**config.mk**
```make
export PLATFORM = sky130hd
export DESIGN_NAME = olx_instr_exec
export DESIGN_NICKNAME = d
export VERILOG_FILES = /design/src/hdl/olx_pkg.sv /design/src/hdl/olx_ptr_bank.sv /design/src/hdl/olx_instr_exec.sv
export SDC_FILE = /design/constraint.sdc
export NUM_CORES = 1
export LEC_CHECK = 0
export BUFFER_PORTS_ARGS = -buffer_cell sky130_fd_sc_hd__buf_2
export CORE_MARGIN = 5
export CORE_UTILIZATION = 30
export DETAILED_ROUTE_END_ITERATION = 8
export SYNTH_ARGS = -nofsm -noshare
export SYNTH_HDL_FRONTEND = slang
export SYNTH_SLANG_ARGS = --single-unit
```
**constraint.sdc**
```tcl
create_clock -name i_clk -period 2.76 [get_ports i_clk]
set_clock_uncertainty 0.1 [all_clocks]
set_input_delay 0.138 -clock i_clk [delete_from_list [all_inputs] [get_ports i_clk]]
set_output_delay 0.138 -clock i_clk [all_outputs]
set_load 0.01 [all_outputs]
```
**src/hdl/olx_pkg.sv**
```systemverilog
// shared constants and types for the or/move/pointer-load executor
package olx_pkg;
   // ----------------------------------------------------------------
   // opcode prefixes
   // ----------------------------------------------------------------
   localparam int         INSTR_W      = 16;
   localparam int         PREFIX6_LSB  = 10;
   localparam int         LOAD_LSB     = 6;
   localparam logic [5:0] OR_PREFIX    = 6'h04;   // 0001 00
   localparam logic [5:0] MOVE_PREFIX  = 6'h14;   // 0101 00
   localparam logic [9:0] LOAD_PREFIX  = 10'h3B8; // 1110 1110 00

   // ----------------------------------------------------------------
   // instruction fields
   // ----------------------------------------------------------------
   localparam int         D_BIT        = 9;
   localparam int         A_BIT        = 8;
   localparam int         SEL_LSB      = 4;
   localparam int         SEL_W        = 2;
   localparam int         BYTE_W       = 8;
   localparam int         SIGN_BIT     = 7;

   // ----------------------------------------------------------------
   // addressing
   // ----------------------------------------------------------------
   localparam int         BANK_W       = 4;
   localparam int         ADDR_W       = 12;
   localparam logic [7:0] IDX_LIMIT    = 8'h5F;
   localparam logic [3:0] ACCESS_LOWER = 4'h0;
   localparam logic [3:0] ACCESS_UPPER = 4'hF;
   localparam logic [7:0] ZERO_BYTE    = 8'h00;

   // ----------------------------------------------------------------
   // pointer registers
   // ----------------------------------------------------------------
   localparam int         PTR_NUM      = 3;
   localparam int         PTR_W        = 12;
   localparam int         PTR_HI_W     = 4;
   localparam logic [1:0] IDX_PTR_SEL  = 2'h2;
   localparam logic [11:0] PTR_RESET   = 12'h000;

   typedef enum logic [0:0] {
      OLX_ST_FIRST = 1'b0,
      OLX_ST_LOW   = 1'b1
   } olx_state_type;
endpackage

```
**src/hdl/olx_ptr_bank.sv**
```systemverilog
// bank of indirect pointer registers with separate high nibble and low byte writes
`timescale 1ns/1ps
module olx_ptr_bank #(
   parameter int NUM   = olx_pkg::PTR_NUM,
   parameter int WIDTH = olx_pkg::PTR_W,
   parameter int HI_W  = olx_pkg::PTR_HI_W
) (
   input  wire logic                   i_clk,
   input  wire logic                   i_reset_n,
   input  wire logic                   i_we_hi,
   input  wire logic                   i_we_lo,
   input  wire logic [1:0]             i_sel,
   input  wire logic [HI_W-1:0]        i_hi,
   input  wire logic [WIDTH-HI_W-1:0]  i_lo,
   output logic      [NUM*WIDTH-1:0]   o_ptrs
);
   // ----------------------------------------------------------------
   // one register per pointer; select codes NUM and above write nothing
   // ----------------------------------------------------------------
   for (genvar g = 0; g < NUM; g++) begin : g_ptr
      logic [WIDTH-1:0] ptr_r;
      logic [WIDTH-1:0] ptr_nxt;

      // byte-wise update of the selected pointer
      always_comb begin
         ptr_nxt = ptr_r;
         if (i_we_hi && (i_sel == 2'(g))) begin
            ptr_nxt[WIDTH-1 -: HI_W] = i_hi;
         end
         if (i_we_lo && (i_sel == 2'(g))) begin
            ptr_nxt[WIDTH-HI_W-1:0] = i_lo;
         end
      end

      // pointer storage
      always_ff @(posedge i_clk or negedge i_reset_n) begin
         if (!i_reset_n) begin
            ptr_r <= olx_pkg::PTR_RESET;
         end else begin
            ptr_r <= ptr_nxt;
         end
      end

      assign o_ptrs[g*WIDTH +: WIDTH] = ptr_r;
   end
endmodule

```
**src/hdl/olx_instr_exec.sv**
```systemverilog
// decode and execute of or-with-file, move-file and pointer-load instructions
//
// Functional notes
// RULE_01: or-with-file ORs working reg with file
// RULE_02: destination bit zero to W, one to file
// RULE_03: bank-access bit zero uses access bank
// RULE_04: bank-access bit one uses bank select
// RULE_05: extended set, low address: indexed literal offset
// RULE_06: pointer-load puts 12-bit literal in pointer
// RULE_07: pointer-load decoded by prefix, select, literal
// RULE_08: move-file copies file register to destination
// RULE_09: move-file address reaches whole 256-byte bank
// RULE_10: pointer-load: high byte first, low second
`timescale 1ns/1ps
module olx_instr_exec (
   input  wire logic        i_clk,
   input  wire logic        i_reset_n,
   input  wire logic        i_instr_valid,
   input  wire logic [15:0] i_instr,
   input  wire logic [7:0]  i_w_data,
   input  wire logic [7:0]  i_file_rdata,
   input  wire logic [3:0]  i_bank_sel,
   input  wire logic        i_ext_en,
   output logic      [11:0] o_file_raddr,
   output logic             o_file_re,
   output logic      [11:0] o_file_waddr,
   output logic             o_file_we,
   output logic             o_w_we,
   output logic      [7:0]  o_result,
   output logic             o_stat_we,
   output logic             o_stat_n,
   output logic             o_stat_z,
   output logic             o_second_word,
   output logic      [35:0] o_ptrs
);
   // ----------------------------------------------------------------
   // helpers
   // ----------------------------------------------------------------
   // pick one pointer from the flat bus; unused codes read as zero
   function automatic logic [11:0] get_ptr(input logic [35:0] flat,
                                           input logic [1:0]  sel);
      logic [11:0] p;
      p = olx_pkg::PTR_RESET;
      if (int'(sel) < olx_pkg::PTR_NUM) begin
         p = flat[int'(sel)*olx_pkg::PTR_W +: olx_pkg::PTR_W];
      end
      return p;
   endfunction

   // ----------------------------------------------------------------
   // declarations
   // ----------------------------------------------------------------
   olx_pkg::olx_state_type state_r, state_nxt;
   logic [1:0]  sel_r, sel_nxt;
   logic        s1_valid_r, s1_valid_nxt;
   logic        s1_or_r, s1_or_nxt;
   logic        s1_dest_r, s1_dest_nxt;
   logic [11:0] raddr_r, raddr_nxt;
   logic [11:0] waddr_r, waddr_nxt;
   logic        file_we_r, file_we_nxt;
   logic        w_we_r, w_we_nxt;
   logic [7:0]  result_r, result_nxt;
   logic        stat_we_r, stat_we_nxt;
   logic        take_or, take_mov, take_hi, take_lo;
   logic        first_word, bit_a, bit_d, use_idx;
   logic [7:0]  f_addr;
   logic [1:0]  word_sel;
   logic [11:0] idx_addr, cur_ptr;

   // ----------------------------------------------------------------
   // instruction decode
   // ----------------------------------------------------------------
   // first words decode as opcodes; a second word is only literal
   always_comb begin
      first_word = i_instr_valid && (state_r == olx_pkg::OLX_ST_FIRST);
      take_or    = first_word && (i_instr[olx_pkg::INSTR_W-1:olx_pkg::PREFIX6_LSB]
                                  == olx_pkg::OR_PREFIX);                 // [RULE_01]
      take_mov   = first_word && (i_instr[olx_pkg::INSTR_W-1:olx_pkg::PREFIX6_LSB]
                                  == olx_pkg::MOVE_PREFIX);               // [RULE_08]
      take_hi    = first_word && (i_instr[olx_pkg::INSTR_W-1:olx_pkg::LOAD_LSB]
                                  == olx_pkg::LOAD_PREFIX);               // [RULE_07]
      take_lo    = i_instr_valid && (state_r == olx_pkg::OLX_ST_LOW);   // [RULE_10]
      bit_a      = i_instr[olx_pkg::A_BIT];
      bit_d      = i_instr[olx_pkg::D_BIT];
      f_addr     = i_instr[olx_pkg::BYTE_W-1:0];
      word_sel   = i_instr[olx_pkg::SEL_LSB +: olx_pkg::SEL_W];
      use_idx    = !bit_a && i_ext_en && (f_addr <= olx_pkg::IDX_LIMIT);
   end

   // indexed base is pointer two plus the 8-bit offset
   assign idx_addr = get_ptr(o_ptrs, olx_pkg::IDX_PTR_SEL)
                     + {{olx_pkg::PTR_HI_W{1'b0}}, f_addr};               // [RULE_05]
   assign cur_ptr  = get_ptr(o_ptrs, sel_r);

   // ----------------------------------------------------------------
   // pointer-load sequencer
   // ----------------------------------------------------------------
   // first word loads high part, next word the low byte
   always_comb begin
      state_nxt = state_r;
      sel_nxt   = sel_r;
      if (take_hi) begin
         state_nxt = olx_pkg::OLX_ST_LOW;                                  // [RULE_10]
         sel_nxt   = word_sel;                                             // [RULE_06]
      end else if (take_lo) begin
         state_nxt = olx_pkg::OLX_ST_FIRST;
      end
   end

   always_ff @(posedge i_clk or negedge i_reset_n) begin
      if (!i_reset_n) begin
         state_r <= olx_pkg::OLX_ST_FIRST;
         sel_r   <= olx_pkg::IDX_PTR_SEL;
      end else begin
         state_r <= state_nxt;
         sel_r   <= sel_nxt;
      end
   end

   // pointer storage, written byte by byte
   olx_ptr_bank #(
      .NUM   (olx_pkg::PTR_NUM),
      .WIDTH (olx_pkg::PTR_W),
      .HI_W  (olx_pkg::PTR_HI_W)
   ) u_ptr_bank (
      .i_clk     (i_clk),
      .i_reset_n (i_reset_n),
      .i_we_hi   (take_hi),                                               // [RULE_10]
      .i_we_lo   (take_lo),
      .i_sel     (take_hi ? word_sel : sel_r),                            // [RULE_06]
      .i_hi      (i_instr[olx_pkg::PTR_HI_W-1:0]),
      .i_lo      (f_addr),
      .o_ptrs    (o_ptrs)
   );

   // ----------------------------------------------------------------
   // stage 1: address resolution and file read
   // ----------------------------------------------------------------
   always_comb begin
      s1_valid_nxt = take_or || take_mov;
      s1_or_nxt    = take_or;
      s1_dest_nxt  = bit_d;
      if (bit_a) begin
         raddr_nxt = {i_bank_sel, f_addr};                     // [RULE_04] [RULE_09]
      end else if (use_idx) begin
         raddr_nxt = idx_addr;                                             // [RULE_05]
      end else if (f_addr <= olx_pkg::IDX_LIMIT) begin
         raddr_nxt = {olx_pkg::ACCESS_LOWER, f_addr};                      // [RULE_03]
      end else begin
         raddr_nxt = {olx_pkg::ACCESS_UPPER, f_addr};                      // [RULE_03]
      end
   end

   always_ff @(posedge i_clk or negedge i_reset_n) begin
      if (!i_reset_n) begin
         s1_valid_r <= 1'b0;
         s1_or_r    <= 1'b0;
         s1_dest_r  <= 1'b0;
         raddr_r    <= olx_pkg::PTR_RESET;
      end else begin
         s1_valid_r <= s1_valid_nxt;
         s1_or_r    <= s1_or_nxt;
         s1_dest_r  <= s1_dest_nxt;
         raddr_r    <= raddr_nxt;
      end
   end

   // ----------------------------------------------------------------
   // stage 2: compute and write back
   // ----------------------------------------------------------------
   always_comb begin
      result_nxt  = result_r;
      waddr_nxt   = waddr_r;
      stat_we_nxt = s1_valid_r;
      w_we_nxt    = s1_valid_r && !s1_dest_r;                              // [RULE_02]
      file_we_nxt = s1_valid_r && s1_dest_r;                               // [RULE_02]
      if (s1_valid_r) begin
         waddr_nxt  = raddr_r;
         result_nxt = s1_or_r ? (i_w_data | i_file_rdata)                  // [RULE_01]
                              : i_file_rdata;                              // [RULE_08]
      end
   end

   always_ff @(posedge i_clk or negedge i_reset_n) begin
      if (!i_reset_n) begin
         result_r  <= olx_pkg::ZERO_BYTE;
         waddr_r   <= olx_pkg::PTR_RESET;
         stat_we_r <= 1'b0;
         w_we_r    <= 1'b0;
         file_we_r <= 1'b0;
      end else begin
         result_r  <= result_nxt;
         waddr_r   <= waddr_nxt;
         stat_we_r <= stat_we_nxt;
         w_we_r    <= w_we_nxt;
         file_we_r <= file_we_nxt;
      end
   end

   // ----------------------------------------------------------------
   // outputs
   // ----------------------------------------------------------------
   assign o_file_raddr  = raddr_r;
   assign o_file_re     = s1_valid_r;
   assign o_file_waddr  = waddr_r;
   assign o_file_we     = file_we_r;
   assign o_w_we        = w_we_r;
   assign o_result      = result_r;
   assign o_stat_we     = stat_we_r;
   assign o_stat_n      = result_r[olx_pkg::SIGN_BIT];
   assign o_stat_z      = (result_r == olx_pkg::ZERO_BYTE);
   assign o_second_word = (state_r == olx_pkg::OLX_ST_LOW);
endmodule

```
==> results of run 1 <==
## per-stage QoR
step / instances / worst slack, ns
3_3_place_gp: 520 / 0.674
6_report: 554 / 0.601
2_1_floorplan: 271 / 0.746
5_1_grt: 554 / 0.443
3_5_place_dp: 520 / 0.595
4_1_cts: 554 / 0.594
## path summary, 6_finish.rpt
check | slack (ns) | cells after the start | to | start
max | 0.60 | 8 | o_file_raddr[8]$_DFF_PN0_ | u_ptr_bank.g_ptr[2].ptr_r[0]$_DFFE_PN0P_
min | 0.01 | 3 | o_result[1]$_DFFE_PN0P_ | i_w_data[1]
max reg2reg | 0.60 | 8 | o_file_raddr[8]$_DFF_PN0_ | u_ptr_bank.g_ptr[2].ptr_r[0]$_DFFE_PN0P_
min reg2reg | 0.35 | 1 | o_w_we$_DFF_PN0_ | s1_dest_r$_DFF_PN0_
max in group asynchronous | 1.53 | 2 | sel_r[0]$_DFF_PN0_ | i_reset_n
min in group asynchronous | 0.41 | 2 | o_file_waddr[1]$_DFFE_PN0P_ | i_reset_n
## cells by family (layout without fill, tap and decap cells)
group,count (synthesis),in the layout,share of synthesized area (%)
compound gates,52,52,8.92
xor+xnor,6,6,1.53
fa+ha+maj,9,9,3.49
buf+inv,15,155,1.82
flops,77,77,56.1
mux,51,51,16.6
simple gates,61,61,11.5
## synthesized netlist by cell type, types with 2 or more instances
cell      instances  area, um2
nor3_1            2       10.0
inv_1             6       22.5
mux2_2           49        552
nor3b_4           2       37.5
nor2b_1           2       12.5
nand2_1          14       52.6
o31ai_1           2       15.0
mux2i_1           2       20.0
nand4b_1          3       26.3
nand2b_1          6       37.5
nand3_1           4       20.0
a21o_1            2       15.0
buf_2             2       10.0
a21oi_1          22        110
o21ai_0          10       50.1
a211o_1           2       17.5
dfrtp_1          76       1900
clkbuf_1          5       18.8
xor2_1            5       43.8
o211ai_1          3       22.5
or4_1             2       15.0
nor2_1           14       52.6
ha_1              8        100
o21ai_1           4       20.0
## cell type report
type | instances | area (um2)
fillers | 1081 | 6700
well taps | 143 | 179
flip-flops and latches | 77 | 1930
clock inverters | 2 | 10.0
inverters | 6 | 22.5
multi-input cells | 179 | 1450
repair buffers | 135 | 781
clock buffers | 12 | 256
## timing repair
action / in CTS / in global routing
gates resized for setup: 0 / 0
endpoints found under the hold margin: 90 / 0
hold buffers: 20 / 0
## flip-flops by register name, summed over array words and instances, names as in the netlist
| name | cells |
|---|---|
| o_file_raddr | 12 |
| o_file_re | 1 |
| o_file_waddr | 12 |
| o_file_we | 1 |
| o_result | 8 |
| o_second_word | 1 |
| o_stat_we | 1 |
| o_w_we | 1 |
| s1_dest_r | 1 |
| s1_or_r | 1 |
| sel_r | 2 |
| u_ptr_bank.g_ptr.ptr_r | 36 |
## critical path: stages (launching register included)
cell	delay [ns]
dfrtp_1	0.36
ha_1	0.20
inv_1	0.06
fa_1	0.38
nand2b_1	0.17
a21oi_1	0.29
o211ai_1	0.16
mux2i_1	0.16
o311ai_1	0.12
## routing by layer
metal / wire, um / global-route usage [%]
met2: 4140 / 21.2
met4: 235 / 6.19
met5: 0 / 0
met3: 523 / 3.75
met1: 3740 / 16.3
## power by group through the flow
stage	registers [mW]	logic, mW	clock network [mW]
floorplan	1.32	0.108	0
global placement	1.28	0.319	0
detailed placement	1.28	0.324	0
CTS	1.26	0.345	1.11
global route	1.27	0.376	1.16
finish	1.26	0.336	1.07
==> flow_summary.yaml, run 1 <==
finish:
  antenna_cells: 0
  layout_common_cells: "buf_2 (113), dfrtp_1 (76), mux2_2 (49)"
  areaGrowthSynthToFinish_pct: 34.5
  design_area_mm2: 0.00462
  final_core_util_pct: 40.8
  layout_commonest_cell: "buf_2"
  fin_nets: 457
  drive_above_1_share_pct: 45.3
synth:
  yosysSeqAreaShare_pct: 56.1
  ys_seq_elements: 77
  syn_area_per_cell_um2: 12.7
  ys.flop_type: "dfrtp_1"
  synth.cell_area_mm2: 0.00344
  synth_nets: 320
  postSynthCellCount: 271
  synth_edf_count: 0
  yosysWarnings: 0
  synth_async_sr_flop_share_pct: 100
  synth_cell_types: 48
timing:
  grt_setup_unrepaired: "false"
  finalMaxSlewViolations: 0
  finalSetupTns_ns: 0
  relSlewSlack_pct: 35.4
  whs_ns: 0.0104
  hold_viol_final: 0
  period_share_pct: 78.2
  setup_viol: 0
  tightest_slew_ns: 0.969
  fin_crit_ns: 2.16
  fmax_ghz: 0.463
pwr:
  vdd_drop_max_uv: 271
  leakagePower_nw: 2.38
  swShare_pct: 24.2
  pwr-share-clk_pct: 40.0
  pwr-share-seq_pct: 47.3
  total_power_mw: 2.66
  internal-power_mw: 2.02
  power.switching_mw: 0.643
  powerDensity_mw_per_mm2: 576
  comb_power_share_pct: 12.6
worst_setup_path:
  end_kind: "flip-flop"
  start_kind: "flip-flop"
  worstPathMaxFanout: 4
  critPathKind: "reg -> reg"
  required_ns: 2.84
  cp.arrival_ns: 2.24
route:
  vias: 2596
  via_per_inst: 4.69
  drtIter0Drc: 112
  wl_um: 8640
  ant_nets: 0
  drc: 0
  drtPass1Iterations: 4
  wl_per_cell_um: 15.6
cts:
  cts.path.max_buffers: 2
  clk_latency_ns: 0.33
  numCtsBuffers: 9
  cts_sinks: 77
  cts_max_level: 3
  cts_tree: "done"
  post-cts-setup-buffers: 0
  cts_root_buf: "clkbuf_16"
  clk_pin_slew_ns: 0.05
global_route:
  grt_max_degree: 78
  grt_pass1_vias: 2610
  antenna_found_initial: 0
  overflow: 0
  track_usage_pct: 13.2
  grt_pass1_wl_um: 13500
hold_path:
  hold_class: "in -> reg"
floorplan:
  fp.coreArea_mm2: 0.0113
  die_area_mm2: 0.0137
  rows: 39
  start_util_pct: 30.4
  io_pins: 115
  dieHeight_um: 117
  die_w_um: 117
run:
  drv_cap: 0
placement:
  hpwl_um: 6320
  gp_congestion: 0.728
  placed_area_mm2: 0.00416
  portBuffers: 114
outcome:
  outcome: "finished clean"
Note: power is estimated with default switching activity, not from simulation.
==> inputs of run 2 (changes only) <==
==> constraint.sdc (replaced) <==
create_clock -name i_clk -period 1.9 [get_ports i_clk]
set_clock_uncertainty 0.1 [all_clocks]
set_input_delay 0.095 -clock i_clk [delete_from_list [all_inputs] [get_ports i_clk]]
set_output_delay 0.095 -clock i_clk [all_outputs]
set_load 0.01 [all_outputs]
==> run 2 against run 1 <==
Critical path depth unchanged. Via count up 5.9%. Die area unchanged. Flip-flop and latch count unchanged. Register-to-register slack worse by 0.58 ns. Utilization up 4.3 points. Sequential share of layout area down 4.0 points. Maximum frequency up 15%. Critical endpoint is now o_file_raddr[10]$_DFF_PN0_.
==> flow_summary.yaml, run 2 (same netlist as run 1, synthesis figures left out) <==
cts:
  cts_max_level: 3
  cts_tree: "done"
  clk_pin_slew_ns: 0.06
  cts.path.max_buffers: 2
  clk_latency_ns: 0.33
  cts_sinks: 77
  numCtsBuffers: 9
  cts_root_buf: "clkbuf_16"
worst_setup_path:
  end_kind: "flip-flop"
  crit_chain: "ha_2 > inv_2 > fa_2 > nand2b_4 > a21oi_4 > o2111ai_1 > xor2_1 > o21ai_1"
  max_stage_delay_ns: 0.36
  cpMaxStageDelayCell: "dfrtp_1"
  worstPathMaxFanout: 3
  start_kind: "flip-flop"
  critPathKind: "reg -> reg"
  cp.arrival_ns: 2.03
  required_ns: 2.05
global_route:
  grt_pass1_wl_um: 14800
  overflow: 0
  grt_pass1_vias: 2876
  grt_max_degree: 78
  antenna_found_initial: 0
  track_usage_pct: 14.3
timing:
  fin_crit_ns: 1.88
  grt_setup_unrepaired: "true"
  period_share_pct: 99.0
  tightest_slew_ns: 0.535
  fmax_ghz: 0.531
  hold_viol_final: 0
  fin_ws_ns: 0.0181
  setup_viol: 0
  finalMaxSlewViolations: 0
  finalSetupTns_ns: 0
  relSlewSlack_pct: 64.3
finish:
  layout_common_cells: "buf_2 (113), dfrtp_1 (76), mux2_2 (46)"
  drive_above_1_share_pct: 51.3
  final_core_util_pct: 45.2
  design_area_mm2: 0.00511
  areaGrowthSynthToFinish_pct: 48.8
  fin_cells: 593
  largest-register: "u_ptr_bank.g_ptr.ptr_r"
  layout_commonest_cell: "buf_2"
  fin_nets: 494
  antenna_cells: 0
  largest_reg_flops: 36
placement:
  placedCellCount: 543
  dp_worst_setup_slack_ns: -0.0661
  gp_congestion: 0.828
  placed_area_mm2: 0.00438
  portBuffers: 114
  hpwl_um: 6620
floorplan:
  dieHeight_um: 117
  rows: 39
  fp.coreArea_mm2: 0.0113
  io_pins: 115
  start_util_pct: 30.4
  die_area_mm2: 0.0137
  die_w_um: 117
pwr:
  vdd_drop_max_uv: 768
  pwr-share-clk_pct: 45.1
  swShare_pct: 22.5
  power.switching_mw: 0.969
  leakagePower_nw: 2.60
  internal-power_mw: 3.34
  pwr-share-seq_pct: 42.4
  comb_power_share_pct: 12.5
  powerDensity_mw_per_mm2: 843
run:
  drv_cap: 0
route:
  via_per_inst: 4.64
  vias: 2749
  wl_per_cell_um: 15.7
  ant_nets: 0
  wl_um: 9290
  drc: 0
  drtIter0Drc: 67
  drtPass1Iterations: 3
outcome:
  outcome: "finished clean"
hold_path:
  hold_class: "in -> reg"
==> run 2: cell types whose count changed in the layout (fill, tap and decap cells not counted), sizes merged <==
cell         change
bufinv           +3
dlygate4sd3      +7
clkinv           -1
buf             +30
==> run 2: final timing paths <==
check                                                         startpoint                     endpoint  slack (ns)  cells after the start
worst min-delay path                                       i_bank_sel[1]    o_file_raddr[9]$_DFF_PN0_        0.06                      3
worst max register to register  u_ptr_bank.g_ptr[2].ptr_r[0]$_DFFE_PN0P_   o_file_raddr[10]$_DFF_PN0_        0.02                      8
worst max-delay path            u_ptr_bank.g_ptr[2].ptr_r[0]$_DFFE_PN0P_   o_file_raddr[10]$_DFF_PN0_        0.02                      8
worst min register to register                       s1_dest_r$_DFF_PN0_             o_w_we$_DFF_PN0_        0.33                      1
max in group asynchronous                                      i_reset_n           sel_r[1]$_DFF_PN1_        1.12                      3
min in group asynchronous                                      i_reset_n  o_file_waddr[0]$_DFFE_PN0P_        0.24                      3
==> run 2: what timing repair did <==
action	in CTS	in global routing
hold endpoints to repair	92	0
hold buffers	27	0
setup endpoints to repair	9	10
pin swaps	10	8
setup buffers	2	5
gates resized for setup	3	7
==> run 2: power groups by stage <==
stage	Clock, mW	Sequential [mW]	Combinational, mW
finish	1.94	1.83	0.537
global route	2.10	1.85	0.596
detailed placement	0	1.86	0.496
CTS	2.01	1.83	0.541
floorplan	0	1.91	0.160
global placement	0	1.85	0.490
==> run 2: worst max-delay path: cells and delay by family, from the launching register on <==
family,cells,cell delay [ns]
fa+ha+maj,2,0.53
buf+inv,1,0.04
flops,1,0.36
xor+xnor,1,0.17
simple gates,1,0.16
compound gates,3,0.44
==> run 2: layer usage <==
layer | vias to the layer above | wire length (um) | global-route usage (%)
met2 | 68 | 4640 | 24.1
met4 | 0 | 214 | 5.58
met3 | 12 | 534 | 4.73
met5 | - | 0 | 0
met1 | 1339 | 3900 | 16.8
li1 | 1330 | - | -
==> run 2: cell type report <==
class                      count  area, um2
clock buffer                  12        246
clock inverter                 4       95.1
fill                        1078       6210
inverter                       6       22.5
multi-input combinational    179       1550
sequential                    77       1930
tap                          143        179
timing repair buffer         172       1090
==> run 2: through the flow <==
step                hold WS, ns  total power [mW]
finish                   0.0583              4.31
floorplan                -0.301              2.07
global placement         0.0489              2.34
global route             0.0407              4.54
detailed placement       0.0538              2.36
CTS                      0.0324              4.39
